$ cat src/rtl/frt_defs.svh
// register indices, field positions, reset values and timing counts of the capture timer
`ifndef FRT_DEFS_SVH
`define FRT_DEFS_SVH

// ****************************************
// register indices (byte address is four times the index)
// ****************************************
`define FRT_IDX_CNT_LOW 6'h20
`define FRT_IDX_CNT_HIGH 6'h21
`define FRT_IDX_A_RISE 6'h22
`define FRT_IDX_B_RISE 6'h23
`define FRT_IDX_A_FALL 6'h24
`define FRT_IDX_B_FALL 6'h25
`define FRT_IDX_CONFIG 6'h2a
`define FRT_IDX_ENABLE 6'h2b
`define FRT_IDX_STATUS 6'h2c

// ****************************************
// field positions
// ****************************************
`define FRT_CFG_HOLD_BIT 7
`define FRT_CFG_WIN_MSB 6
`define FRT_CFG_WIN_LSB 4
`define FRT_CFG_JOIN_BIT 3
`define FRT_CFG_USED_MASK 8'hf8
`define FRT_SRC_MASK 8'h0f

// ****************************************
// reset values
// ****************************************
`define FRT_RST_BYTE 8'h00
`define FRT_RST_COUNT 16'h0000
`define FRT_RST_SRC 4'h0

// ****************************************
// timing
// ****************************************
`define FRT_TMR_CLK_KHZ 4000
`define FRT_TICK_US 1024
`define FRT_TICK_COUNTS ((`FRT_TICK_US * `FRT_TMR_CLK_KHZ) / 1000)
`define FRT_SYNC_STAGES 3

`endif

$ cat src/rtl/frt_pkg.sv
// types shared by the capture timer files
package frt_pkg;
	typedef logic [7:0] frt_byte_t;
	typedef logic [5:0] frt_idx_t;
	typedef logic [15:0] frt_count_t;
	typedef logic [3:0] frt_src_t;
endpackage

$ cat src/rtl/frt_sync.sv
// three-stage pin synchroniser with debounced level and one-cycle edge pulses
`timescale 1ns/100ps
`include "frt_defs.svh"
module frt_sync (
	input wire logic clk,
	input wire logic rst,
	input wire logic ce,
	input wire logic pin,
	output logic rise,
	output logic fall
);
	// ****************************************
	// synchroniser chain
	// ****************************************
	logic [`FRT_SYNC_STAGES-1:0] chain;
	logic level;
	wire agree = chain[1] == chain[2];
	wire next_rise = agree & chain[2] & ~level;
	wire next_fall = agree & ~chain[2] & level;

	// first stage feeds only the second; decisions look at stages two and three
	always_ff @(posedge clk) begin
		if (rst) begin
			chain <= '0;
			level <= 1'b0;
			rise <= 1'b0;
			fall <= 1'b0;
		end else if (ce) begin
			chain <= {chain[1:0], pin};
			if (agree) begin
				level <= chain[2];
			end
			rise <= next_rise;
			fall <= next_fall;
		end
	end
endmodule

$ cat src/rtl/frt_capture.sv
// free-running counter with two edge-capture channels behind an avalon-mm slave
`timescale 1ns/100ps
`include "frt_defs.svh"
// Function
// - 16-bit counter advances on timer clock
// - timer clock sampled safely into bus clock
// - low-byte read latches high byte
// - low write pending, high write loads
// - periodic tick every 4096 counts
// - wrap event on counter overflow
// - two channels, four capture registers
// - hold off: latest edge overwrites
// - hold on: first edge kept until read
// - window select picks bits n+7:n
// - joined: channel b holds high byte
// - joined: channel a holds low byte
// - 8-bit mode: each channel own input
// - enable bits gate capture events
// - status bit set on its capture
// - write one clears status bit
module frt_capture (
	input wire logic clk,
	input wire logic rst,
	input wire logic ce,
	input wire logic [7:0] avs_address,
	input wire logic avs_read,
	input wire logic avs_write,
	input wire logic [31:0] avs_writedata,
	input wire logic [3:0] avs_byteenable,
	output logic [31:0] avs_readdata,
	output logic avs_waitrequest,
	input wire logic timer_time_base_clock,
	input wire logic capture_input_a,
	input wire logic capture_input_b,
	output logic tick_event,
	output logic wrap_event,
	output logic [3:0] capture_event_req
);
	// ****************************************
	// functions
	// ****************************************
	// selected eight-bit window of the counter
	function automatic frt_pkg::frt_byte_t win_bits(input frt_pkg::frt_count_t c,
		input logic [2:0] n);
		frt_pkg::frt_count_t s;
		s = c >> n;
		return s[7:0];
	endfunction

	// true when the bus index names the given register
	function automatic logic reg_hit(input frt_pkg::frt_idx_t a,
		input frt_pkg::frt_idx_t r);
		return a == r;
	endfunction

	// keep a byte register unless its load strobe is up
	function automatic frt_pkg::frt_byte_t take_if(input logic en,
		input frt_pkg::frt_byte_t d, input frt_pkg::frt_byte_t q);
		return en ? d : q;
	endfunction

	// ****************************************
	// state
	// ****************************************
	frt_pkg::frt_count_t count;
	frt_pkg::frt_byte_t hold_high;
	frt_pkg::frt_byte_t pend_low;
	frt_pkg::frt_byte_t cfg;
	frt_pkg::frt_src_t irq_en;
	frt_pkg::frt_src_t flags;
	frt_pkg::frt_src_t lock;
	frt_pkg::frt_byte_t cap_a_rise;
	frt_pkg::frt_byte_t cap_a_fall;
	frt_pkg::frt_byte_t cap_b_rise;
	frt_pkg::frt_byte_t cap_b_fall;

	// ****************************************
	// input synchronisers
	// ****************************************
	logic tclk_rise;
	logic a_rise;
	logic a_fall;
	logic b_rise;
	logic b_fall;

	// the timer clock is treated as a sampled pin; it must stay well below clk / 4
	frt_sync u_tclk (
		.clk(clk),
		.rst(rst),
		.ce(ce),
		.pin(timer_time_base_clock),
		.rise(tclk_rise),
		.fall()
	);

	frt_sync u_in_a (
		.clk(clk),
		.rst(rst),
		.ce(ce),
		.pin(capture_input_a),
		.rise(a_rise),
		.fall(a_fall)
	);

	frt_sync u_in_b (
		.clk(clk),
		.rst(rst),
		.ce(ce),
		.pin(capture_input_b),
		.rise(b_rise),
		.fall(b_fall)
	);

	// ****************************************
	// bus decode
	// ****************************************
	// one wait cycle: read data and read side effects at the first edge,
	// writes at the edge where the master sees waitrequest low
	wire frt_pkg::frt_idx_t idx = avs_address[7:2];
	wire req = avs_read | avs_write;
	wire rd_fire = avs_read & avs_waitrequest;
	wire wr_fire = avs_write & ~avs_waitrequest & avs_byteenable[0];
	wire frt_pkg::frt_byte_t wbyte = avs_writedata[7:0];
	// each index is decoded once for the read and write strobes; the read data mux decodes idx again in its own case
	wire hit_low = reg_hit(idx, `FRT_IDX_CNT_LOW);
	wire hit_high = reg_hit(idx, `FRT_IDX_CNT_HIGH);
	wire hit_a_rise = reg_hit(idx, `FRT_IDX_A_RISE);
	wire hit_b_rise = reg_hit(idx, `FRT_IDX_B_RISE);
	wire hit_a_fall = reg_hit(idx, `FRT_IDX_A_FALL);
	wire hit_b_fall = reg_hit(idx, `FRT_IDX_B_FALL);
	wire hit_cfg = reg_hit(idx, `FRT_IDX_CONFIG);
	wire hit_en = reg_hit(idx, `FRT_IDX_ENABLE);
	wire hit_stat = reg_hit(idx, `FRT_IDX_STATUS);
	wire rd_low = rd_fire & hit_low;
	wire wr_low = wr_fire & hit_low;
	wire wr_high = wr_fire & hit_high;
	wire wr_cfg = wr_fire & hit_cfg;
	wire wr_en = wr_fire & hit_en;
	wire wr_stat = wr_fire & hit_stat;
	wire rd_a_rise = rd_fire & hit_a_rise;
	wire rd_a_fall = rd_fire & hit_a_fall;
	wire rd_b_rise = rd_fire & hit_b_rise;
	wire rd_b_fall = rd_fire & hit_b_fall;
	wire frt_pkg::frt_src_t rd_cap = {rd_b_fall, rd_b_rise, rd_a_fall, rd_a_rise};

	logic [7:0] rd_mux;
	always_comb begin
		unique case (idx)
			`FRT_IDX_CNT_LOW: rd_mux = count[7:0];
			`FRT_IDX_CNT_HIGH: rd_mux = hold_high;
			`FRT_IDX_A_RISE: rd_mux = cap_a_rise;
			`FRT_IDX_B_RISE: rd_mux = cap_b_rise;
			`FRT_IDX_A_FALL: rd_mux = cap_a_fall;
			`FRT_IDX_B_FALL: rd_mux = cap_b_fall;
			`FRT_IDX_CONFIG: rd_mux = cfg & `FRT_CFG_USED_MASK;
			`FRT_IDX_ENABLE: rd_mux = {4'h0, irq_en};
			`FRT_IDX_STATUS: rd_mux = {4'h0, flags};
			default: rd_mux = `FRT_RST_BYTE;
		endcase
	end

	// ****************************************
	// counter
	// ****************************************
	localparam logic [11:0] TICK_MASK = 12'(`FRT_TICK_COUNTS - 1);
	wire next_tick = tclk_rise & ~wr_high & (count[11:0] == TICK_MASK);
	wire next_wrap = tclk_rise & ~wr_high & (count == 16'hffff);
	wire frt_pkg::frt_count_t count_inc = frt_pkg::frt_count_t'(count + 16'h0001);
	wire frt_pkg::frt_count_t count_load = {wbyte, pend_low};
	wire frt_pkg::frt_count_t next_count = wr_high ? count_load :
		(tclk_rise ? count_inc : count);

	// ****************************************
	// capture
	// ****************************************
	wire hold = cfg[`FRT_CFG_HOLD_BIT];
	wire join16 = cfg[`FRT_CFG_JOIN_BIT];
	wire frt_pkg::frt_byte_t win = win_bits(count,
		cfg[`FRT_CFG_WIN_MSB:`FRT_CFG_WIN_LSB]);
	wire frt_pkg::frt_byte_t data_a = join16 ? count[7:0] : win;
	wire frt_pkg::frt_byte_t data_b = join16 ? count[15:8] : win;
	// in joined mode channel b follows input a and ignores its own pin
	wire frt_pkg::frt_src_t edge_ev = {join16 ? a_fall : b_fall,
		join16 ? a_rise : b_rise, a_fall, a_rise};
	// a read that clears a lock lets an edge of the same cycle load
	wire frt_pkg::frt_src_t lock_eff = lock & ~rd_cap;
	wire frt_pkg::frt_src_t hold_mask = lock_eff & {4{hold}};
	wire frt_pkg::frt_src_t load = edge_ev & ~hold_mask;
	wire frt_pkg::frt_src_t next_lock = hold ? (lock_eff | load) : `FRT_RST_SRC;
	wire frt_pkg::frt_src_t stat_clr = wr_stat ? wbyte[3:0] : `FRT_RST_SRC;
	// a capture in the same cycle as its clear still sets the flag
	wire frt_pkg::frt_src_t next_flags = (flags & ~stat_clr) | load;

	// ****************************************
	// next values
	// ****************************************
	// read data are taken at the request edge, so they stand through the answer cycle
	wire next_waitrequest = ~(req & avs_waitrequest);
	wire [31:0] next_readdata = rd_fire ? {24'h000000, rd_mux} : avs_readdata;
	wire frt_pkg::frt_byte_t next_hold_high = take_if(rd_low, count[15:8], hold_high);
	wire frt_pkg::frt_byte_t next_pend_low = take_if(wr_low, wbyte, pend_low);
	wire frt_pkg::frt_byte_t next_cfg = take_if(wr_cfg, wbyte & `FRT_CFG_USED_MASK, cfg);
	wire frt_pkg::frt_src_t next_irq_en = wr_en ? wbyte[3:0] : irq_en;
	wire frt_pkg::frt_src_t next_event_req = flags & irq_en;
	wire frt_pkg::frt_byte_t next_cap_a_rise = take_if(load[0], data_a, cap_a_rise);
	wire frt_pkg::frt_byte_t next_cap_a_fall = take_if(load[1], data_a, cap_a_fall);
	wire frt_pkg::frt_byte_t next_cap_b_rise = take_if(load[2], data_b, cap_b_rise);
	wire frt_pkg::frt_byte_t next_cap_b_fall = take_if(load[3], data_b, cap_b_fall);

	// ****************************************
	// registers
	// ****************************************
	// one short process per register; ce low freezes every one of them
	always_ff @(posedge clk) begin
		if (rst) begin
			avs_waitrequest <= 1'b1;
		end else if (ce) begin
			avs_waitrequest <= next_waitrequest;
		end
	end

	always_ff @(posedge clk) begin
		if (rst) begin
			avs_readdata <= '0;
		end else if (ce) begin
			avs_readdata <= next_readdata;
		end
	end

	always_ff @(posedge clk) begin
		if (rst) begin
			count <= `FRT_RST_COUNT;
		end else if (ce) begin
			count <= next_count;
		end
	end

	always_ff @(posedge clk) begin
		if (rst) begin
			hold_high <= `FRT_RST_BYTE;
		end else if (ce) begin
			hold_high <= next_hold_high;
		end
	end

	always_ff @(posedge clk) begin
		if (rst) begin
			pend_low <= `FRT_RST_BYTE;
		end else if (ce) begin
			pend_low <= next_pend_low;
		end
	end

	always_ff @(posedge clk) begin
		if (rst) begin
			tick_event <= 1'b0;
		end else if (ce) begin
			tick_event <= next_tick;
		end
	end

	always_ff @(posedge clk) begin
		if (rst) begin
			wrap_event <= 1'b0;
		end else if (ce) begin
			wrap_event <= next_wrap;
		end
	end

	always_ff @(posedge clk) begin
		if (rst) begin
			cfg <= `FRT_RST_BYTE;
		end else if (ce) begin
			cfg <= next_cfg;
		end
	end

	always_ff @(posedge clk) begin
		if (rst) begin
			irq_en <= `FRT_RST_SRC;
		end else if (ce) begin
			irq_en <= next_irq_en;
		end
	end

	always_ff @(posedge clk) begin
		if (rst) begin
			flags <= `FRT_RST_SRC;
		end else if (ce) begin
			flags <= next_flags;
		end
	end

	always_ff @(posedge clk) begin
		if (rst) begin
			lock <= `FRT_RST_SRC;
		end else if (ce) begin
			lock <= next_lock;
		end
	end

	always_ff @(posedge clk) begin
		if (rst) begin
			capture_event_req <= `FRT_RST_SRC;
		end else if (ce) begin
			capture_event_req <= next_event_req;
		end
	end

	always_ff @(posedge clk) begin
		if (rst) begin
			cap_a_rise <= `FRT_RST_BYTE;
		end else if (ce) begin
			cap_a_rise <= next_cap_a_rise;
		end
	end

	always_ff @(posedge clk) begin
		if (rst) begin
			cap_a_fall <= `FRT_RST_BYTE;
		end else if (ce) begin
			cap_a_fall <= next_cap_a_fall;
		end
	end

	always_ff @(posedge clk) begin
		if (rst) begin
			cap_b_rise <= `FRT_RST_BYTE;
		end else if (ce) begin
			cap_b_rise <= next_cap_b_rise;
		end
	end

	always_ff @(posedge clk) begin
		if (rst) begin
			cap_b_fall <= `FRT_RST_BYTE;
		end else if (ce) begin
			cap_b_fall <= next_cap_b_fall;
		end
	end
endmodule

$ cat config.mk
export PLATFORM = sky130hd
export DESIGN_NAME = frt_capture
export DESIGN_NICKNAME = d
export VERILOG_FILES = /design/src/rtl/frt_pkg.sv /design/src/rtl/frt_sync.sv /design/src/rtl/frt_capture.sv
export VERILOG_INCLUDE_DIRS = /design/src /design/src/rtl
export SDC_FILE = /design/constraint.sdc
export NUM_CORES = 1
export LEC_CHECK = 0
export BUFFER_PORTS_ARGS = -buffer_cell sky130_fd_sc_hd__buf_4
export CAP_MARGIN = 25
export CORE_MARGIN = 2
export CORE_UTILIZATION = 54
export CTS_BUF_LIST = sky130_fd_sc_hd__clkbuf_8
export DETAILED_ROUTE_END_ITERATION = 16
export GPL_ROUTABILITY_DRIVEN = 0
export GPL_TIMING_DRIVEN = 0
export PLACE_DENSITY_LB_ADDON = 0.12
export SLEW_MARGIN = 20
export SYNTH_ARGS = -nofsm -noshare
export SYNTH_HDL_FRONTEND = slang
export SYNTH_SLANG_ARGS = --single-unit
$ cat constraint.sdc
create_clock -name clk -period 2.1 [get_ports clk]
set_input_delay 0.42 -clock clk [delete_from_list [all_inputs] [get_ports clk]]
set_output_delay 0.42 -clock clk [all_outputs]
set_load 0.05 [all_outputs]
==> out/qor.csv, run 1 <==
metric;value;unit
outcome;finished, final reports clean;
remaining_drc_errors;0;
worstHoldPathType;in2reg;
hold_violations;0;
dp_cells;886;
ys_seq_elements;113;
yosysTopAreaCellShare;36.29;%
yosysWarnings;0;
finalSetupViolCount;0;
ys_top_cells_by_count;dfxtp_1 (113), a21oi_1 (48), nor2_1 (47), mux2i_1 (43), nand2_1 (39);
antenna_cells;0;
grt_pass1_vias;5807;
cts.sinks;113;
drtAntennaViolNets;0;
drt_iter0_markers;821;
synth.most_common_cell;dfxtp_1;
reg2reg_from;count[1];
yosysUniqueCellTypes;69;
drt_wl_total;21240;µm
regToRegSetupSlack;7;ps
cts_max_level;4;
grt_first_pass_wirelength;32410;µm
reg2regPathDepth;5;
vias;6238;
path_max_fanout;7;
slew_viol_final;0;
pin_count;91;
clock_latency;470;ps
layout_min_cycle_time;2093;ps
nNetsFinal;821;
dieArea;12420;µm²
p_total;4940;µW
dp.final_hpwl;15330;µm
arrival;2460;ps
crit_path_start_kind;register;
grt_overflow;0;
antenna_found_initial;1;
hp-start;timer_time_base_clock;
synth_flop_cell;dfxtp_1;
finClkSkew;9.859;ps
area.growth.synth_to_final;16.50;%
fmax;477.8;MHz
clk_path_buf_depth;2;
async_flop_share;0;%
cap_violations;0;
numCtsBuffers;17;
rows;39;
clk_pin_slew;70;ps
cts_root_buffer;clkbuf_8;
required;2470;ps
via_per_inst;6.788;
grt_max_degree;17;
syn_inst;685;
dr.pass1.iters;6;
initial_core_util;55.06;%
synth_edf_count;0;
syn_area;6233;µm²
chipHeight;111.4;µm
final_area;7262;µm²
holdPathEnd;u_tclk.chain[0];
r2r_end;count[12];
synth_area_leaders;dfxtp_1 (36%), mux2i_1 (6.9%), a32o_1 (5.0%), mux4_2 (4.7%), a21oi_1 (3.9%);
cts_tree;done;
die_w;111.4;µm
port_buffers;35;
postSynthAreaPerCell;9.100;µm²
cp-end-kind;register;
drive_gt1_share;19.20;%
whs_path_depth;3;
fin_tns_setup;0;ps
dpl_cell_area;6763;µm²
fillers;985;
max_slew.worst_pin.slew;961.7;ps
instances_no_fill;919;
wl_per_cell;23.11;µm
grt_use_total;33.87;%
slew_headroom;35.59;%
crit_type;reg2reg;
ys_seq_area_share;36.29;%
coreArea;11320;µm²
p_leak;0.002832;µW
power_density;680.2;nW/µm²
hold_slack;189.9;ps
peakVddDrop;558.8;µV
synth_top_area_cell;dfxtp_1;
fin_crit_sh;99.67;%
[registers in the layout, indices dropped and copies added, names as in the netlist, 3 cells and up]
register and cells:
flags 4, cap_b_fall 8, u_tclk.chain 3, pend_low 8
cfg 5, avs_readdata 8, u_in_b.chain 3, capture_event_req 4
count 16, hold_high 8, lock 4, irq_en 4
cap_b_rise 8, cap_a_rise 8, cap_a_fall 8, u_in_a.chain 3
[report_power, final]
group | internal, µW | leakage (µW) | switching [µW]
sequential | 2150 | 0.000911 | 9.15
clock | 1440 | 0.000236 | 921
combinational | 111 | 0.00168 | 306
total | 3700 | 0.00283 | 1240
[cell type report]
| cell class | instances | area, µm² | share of cell area (%) |
|---|---|---|---|
| multi-input cells | 488 | 3547 | 48.85 |
| flip-flops and latches | 113 | 2265 | 31.19 |
| plain buffers | 78 | 434.2 | 5.979 |
| clock buffers | 22 | 302.8 | 4.170 |
| repair buffers | 36 | 270.3 | 3.722 |
| well taps | 143 | 178.9 | 2.464 |
| clock inverters | 10 | 155.1 | 2.136 |
| inverters | 29 | 108.9 | 1.499 |
[how the worst max path moves through the flow]
stage	slack (ps)	end	cells past startpoint	startpoint
3_3_place_gp	-630	count[7]	6	avs_address[4]
5_1_grt	-40	count[12]	5	count[1]
4_1_cts	4	cap_b_fall[1]	4	avs_waitrequest
2_1_floorplan	30	count[10]	7	avs_address[5]
6_report	7	count[12]	5	count[1]
3_5_place_dp	-660	count[3]	6	avs_address[4]
[kinds of logic (layout without fill, tap and decap cells)]
group                    count (synthesis)  after routing  synth area share, %
AND/OR/NAND/NOR                        227            227                19.67
buffers and inverters                  107            175                8.631
AO/OA/AOI/OAI                          171            171                21.82
adder cells (fa/ha/maj)                  6              6                1.204
multiplexers                            60             60                12.32
flip-flops                             113            113                36.29
other                                    1             24              0.06016
[metrics by stage]
step | setup slack, ps | utilization (%)
after global placement | -631.3 | 59.74
final | 7.032 | 64.15
after CTS | 4.100 | 63.96
after floorplan | 27.01 | -
after global routing | -41.40 | 64.15
after detailed placement | -663.5 | 59.74
[layer usage]
layer	part of all wire, %	vias to the layer above	GRT usage [%]
met5	0.085	-	0
met4	5.3	2	15.14
met3	14	119	10.89
met2	43	487	51.99
met1	38	2933	43.82
li1	-	2697	-
[worst max-delay path, stage by stage (launching register included)]
cell     delay, ps
dfxtp_1        530
ha_1           310
nand3_1        270
nor4_2         450
o21ai_0        140
a32o_1         280
[layout by cell type (no fill, tap or decap), drive strengths merged, types with 7 or more instances in the layout]
master,n
a21oi,48
a221oi,8
a22oi,12
a32o,31
and2,9
and3,36
buf,77
clkbuf,59
conb,24
dfxtp,113
inv,29
mux2i,43
mux4,13
nand2,41
nand3,28
nand4,11
nor2,47
nor3,9
o21ai,19
o22a,7
o32ai,7
or3,10
[timing repair]
action / CTS / global route
buffers inserted: 0 / 1
gates resized for setup: 3 / 8
gates cloned: 0 / 0
pin swaps: 0 / 2
endpoints found under the setup margin: 24 / 28
hold buffers: 0 / 0
hold endpoints to repair: 0 / 0
(Power assumes the default switching activity.)
==> run 2: changes to the inputs <==
CORE_UTILIZATION = 55   (was 54)
MAX_ROUTING_LAYER = met4   (was not set)
clock period = 2.5 ns   (was 2.1 ns; I/O delays follow)
==> run 2 against run 1 <==
Effect of this change: clock skew grew 7.7 ps; register-to-register slack gained 230 ps; core utilization grew 1.3 points; cell area shrank 1.4%; flip-flop and latch count is the same; wire length shrank 2.1%; setup slack gained 64 ps; non-clock buffer count shrank 1; die area shrank 1.8%; hold slack gained 81 ps; combinational power shrank 16%; critical endpoint is now count[7]; largest power group is now registers; highest routed layer is now met4.
==> out/qor.csv, run 2 (synthesis gave the netlist of run 1 again) <==
metric;value;unit
dr.pass1.iters;6;
max_slew.worst_pin.slew;1042;ps
mostFrequentLayoutCells;dfxtp_1 (113), buf_4 (59), a21oi_1 (48), nor2_1 (47), mux2i_1 (43);
cap_violations;0;
dp.final_hpwl;15190;µm
crit_path_start_kind;input port;
grt_use_met2;51.12;%
use_met3;14.11;%
initial_core_util;57.00;%
grt_use_total;34.69;%
use_met1;42.45;%
area.growth.synth_to_final;14.81;%
busiest_layer;met2;
cp-end-kind;register;
drtAntennaViolNets;0;
crit_type;in2reg;
largest_register;count;
finalSetupViolCount;0;
clk_pin_slew;70;ps
die_w;110.5;µm
cts_tree;done;
regToRegSetupSlack;240;ps
hold_violations;0;
cts_root_buffer;clkbuf_8;
grt_first_pass_wirelength;32100;µm
wl_per_cell;22.77;µm
via_per_inst;6.793;
cts_max_level;4;
vias;6202;
nNetsFinal;820;
peakVddDrop;454.3;µV
finClkSkew;17.55;ps
slew_viol_final;0;
numCtsBuffers;17;
path_max_fanout;10;
antenna_found_initial;0;
fmax;411.7;MHz
port_buffers;35;
reg2reg_from;avs_waitrequest;
holdPathEnd;u_tclk.chain[0];
arrival;2760;ps
outcome;finished, final reports clean;
worstHoldPathType;in2reg;
pin_count;91;
r2r_end;cap_a_fall[7];
required;2830;ps
slew_headroom;30.36;%
post-cts-setup-buffer-count;0;
layout_min_cycle_time;2429;ps
coreArea;10940;µm²
drt_wl_total;20790;µm
fin_crit_sh;97.16;%
dieArea;12200;µm²
remaining_drc_errors;0;
largest_reg_flops;16;
power_density;542.1;nW/µm²
drt_iter0_markers;755;
grt_overflow;0;
rows;38;
reg2regPathDepth;4;
hold_slack;270.8;ps
antenna_cells;0;
chipHeight;110.5;µm
grt_max_degree;17;
rsz0062_at_grt;false;
grt_pass1_vias;5817;
p_leak;0.002761;µW
clk_path_buf_depth;2;
clock_latency;480;ps
final_util;65.45;%
cts.sinks;113;
hp-start;timer_time_base_clock;
drive_gt1_share;17.72;%
final_common_cell;dfxtp_1;
whs_path_depth;3;
==> run 2: power breakdown <==
group          internal [µW]  switching, µW  leakage, µW
registers               1810           7.09     0.000911
clock network            944            773     0.000188
logic                   92.6            256      0.00166
total                   2840           1040      0.00276
==> run 2: metrics by stage <==
step           total power, µW  cells  setup slack, ps  setup TNS (ps)  cell area (µm²)
5_1_grt                   3982    913            75.87               0             7157
4_1_cts                   3877    913            168.5               0             7147
2_1_floorplan             2084    708            263.3               0             6320
3_3_place_gp              2184    883           -303.9           -3578             6758
3_5_place_dp              2190    883           -276.0           -3337             6758
6_report                  3880    913            71.08               0             7157
==> run 2: worst max-delay path by stage <==
stage	startpoint	end	slack [ps]	depth (start not counted)
floorplan	avs_waitrequest	cap_b_fall[0]	260	4
global placement	avs_address[4]	count[4]	-300	6
detailed placement	avs_address[4]	count[7]	-280	6
CTS	avs_waitrequest	cap_b_fall[2]	170	4
global route	avs_address[4]	count[7]	80	6
finish	avs_address[4]	count[7]	70	6
==> run 2: layout make-up <==
type / instances / area [µm²]
Clock inverter: 10 / 113.9
Buffer: 78 / 429.2
Multi-Input combinational cell: 488 / 3530
Clock buffer: 20 / 275.3
Sequential cell: 113 / 2262
Tap cell: 140 / 175.2
Inverter: 29 / 108.9
Fill cell: 905 / 3779
Timing Repair Buffer: 35 / 262.8
==> run 2: layer usage <==
metal	part of all wire, %	wire length, µm
met5	0	0
met4	4.2	865
met3	14	2819
met2	43	9044
met1	39	8063
==> run 2: timing repair <==
item,CTS,global route
gates resized for setup,0,1
hold buffers,0,0
setup endpoints to repair,0,7
==> run 2: critical path, cell delays in order <==
cell and delay [ps]:
buf_4 140, nor4b_2 900, nand3_1 500, clkbuf_1 380
mux2i_1 220, o32ai_1 110
==> run 3: changes to the inputs <==
CORE_MARGIN = not set   (was 2)
==> run 3 against run 2 <==
Effect of this change: critical path depth decreased by 2; flip-flop and latch count unchanged; global-route usage increased by 3.0 points; hold slack improved by 24 ps; sequential share of layout area decreased by 0.20 points; non-clock buffer count unchanged; die area decreased by 3.6%; cell count increased by 0.22%; register-to-register slack got worse by 190 ps; setup slack got worse by 19 ps; fmax decreased by 0.76%; critical path type is now reg2reg.
==> out/qor.csv, run 3 (synthesis gave the netlist of run 1 again) <==
metric;value;unit
required;2830;ps
rsz0062_at_grt;false;
final_util;65.86;%
antenna_cells;0;
dieArea;11760;µm²
port_buffers;35;
peakVddDrop;624.7;µV
hold_violations;0;
p_leak;0.002787;µW
regToRegSetupSlack;50;ps
slew_headroom;28.57;%
via_per_inst;6.708;
cts_hold_buf;0;
drt_iter0_markers;899;
slew_viol_final;0;
ctsResizeCount;0;
drt_wl_total;20650;µm
layout_min_cycle_time;2447;ps
largest_register;count;
antenna_found_initial;0;
fin_tns_setup;0;ps
outcome;finished, final reports clean;
grt_use_total;37.73;%
final_area;7202;µm²
critPathMaxStageDelay;700;ps
p_total;4110;µW
grt_overflow;0;
max_slew.worst_pin.slew;1069;ps
cp_cell_sequence;nand2_1, o311ai_2, nand2_1, a32o_1;
post-cts-setup-buffer-count;0;
mostFrequentLayoutCells;dfxtp_1 (113), buf_4 (59), a21oi_1 (48), nor2_1 (47), mux2i_1 (43);
crit_path_start_kind;register;
critical_path.top_delay_family;compound AO/OA/AOI/OAI gates;
remaining_drc_errors;0;
grt_max_degree;17;
path_common_cell;nand2_1;
dpl_cell_area;6758;µm²
dr.pass1.iters;6;
clk_pin_slew;70;ps
nNetsFinal;820;
cap_violations;0;
drive_gt1_share;18.19;%
cts_max_level;4;
worstHoldPathType;in2reg;
vias;6138;
largest_reg_flops;16;
pin_count;91;
coreArea;10940;µm²
clk_path_buf_depth;2;
crit_type;reg2reg;
dp.final_hpwl;15200;µm
rows;38;
wl_per_cell;22.57;µm
cts_tree;done;
cp-end-kind;register;
power_density;570.7;nW/µm²
cts.sinks;113;
area.growth.synth_to_final;15.54;%
final_common_cell;dfxtp_1;
finalSetupViolCount;0;
initial_core_util;57.00;%
crit_buf_inv;0;
fmax;408.6;MHz
cts_root_buffer;clkbuf_8;
fin_crit_sh;97.90;%
finClkSkew;12.01;ps
path_max_fanout;10;
cp_slowest_cell;o311ai_2;
grt_pass1_vias;5743;
die_w;108.5;µm
chipHeight;108.5;µm
drtAntennaViolNets;0;
clock_latency;450;ps
numCtsBuffers;17;
grt_first_pass_wirelength;31740;µm
arrival;2780;ps
-- run 3: per-layer routing --
metal	global-route usage [%]	wire length [µm]	up-vias
met5	-	0	-
met4	17.37	930	0
met3	10.85	2726	105
met2	55.79	9054	459
met1	47.40	7938	2880
li1	-	-	2694
-- run 3: area by class of cell --
class | instances | area, µm²
Fill cell | 942 | 3734
Multi-Input combinational cell | 488 | 3520
Sequential cell | 113 | 2262
Buffer | 78 | 429.2
Timing Repair Buffer | 35 | 262.8
Clock buffer | 19 | 261.5
Clock inverter | 13 | 182.7
Tap cell | 140 | 175.2
Inverter | 29 | 108.9
-- run 3: where the power goes --
group / switching, µW / leakage [µW] / internal [µW]
clock network: 810 / 0.000215 / 1140
logic: 254 / 0.00166 / 92.7
registers: 7.54 / 0.000911 / 1810
-- run 3: worst min-delay path: stages --
cell,delay [ps]
buf_4,70
mux2i_1,50
nor2_1,80
-- run 3: worst paths after layout --
kind | to | cells past startpoint | from
hold / removal | u_in_b.chain[0] | 3 | capture_input_b
hold reg to reg | capture_event_req[3] | 2 | capture_event_req[3]
setup reg to reg | cap_b_fall[2] | 4 | avs_waitrequest
setup / recovery | cap_b_fall[2] | 4 | avs_waitrequest
-- run 3: per-stage QoR --
stage,hold slack (ps),std cells,setup slack [ps]
after floorplan,440.3,708,263.3
final,294.8,915,52.54
after global placement,442.6,883,-299.4
after CTS,281.1,915,145.2
after detailed placement,448.7,883,-306.7
after global routing,303.7,915,15.52
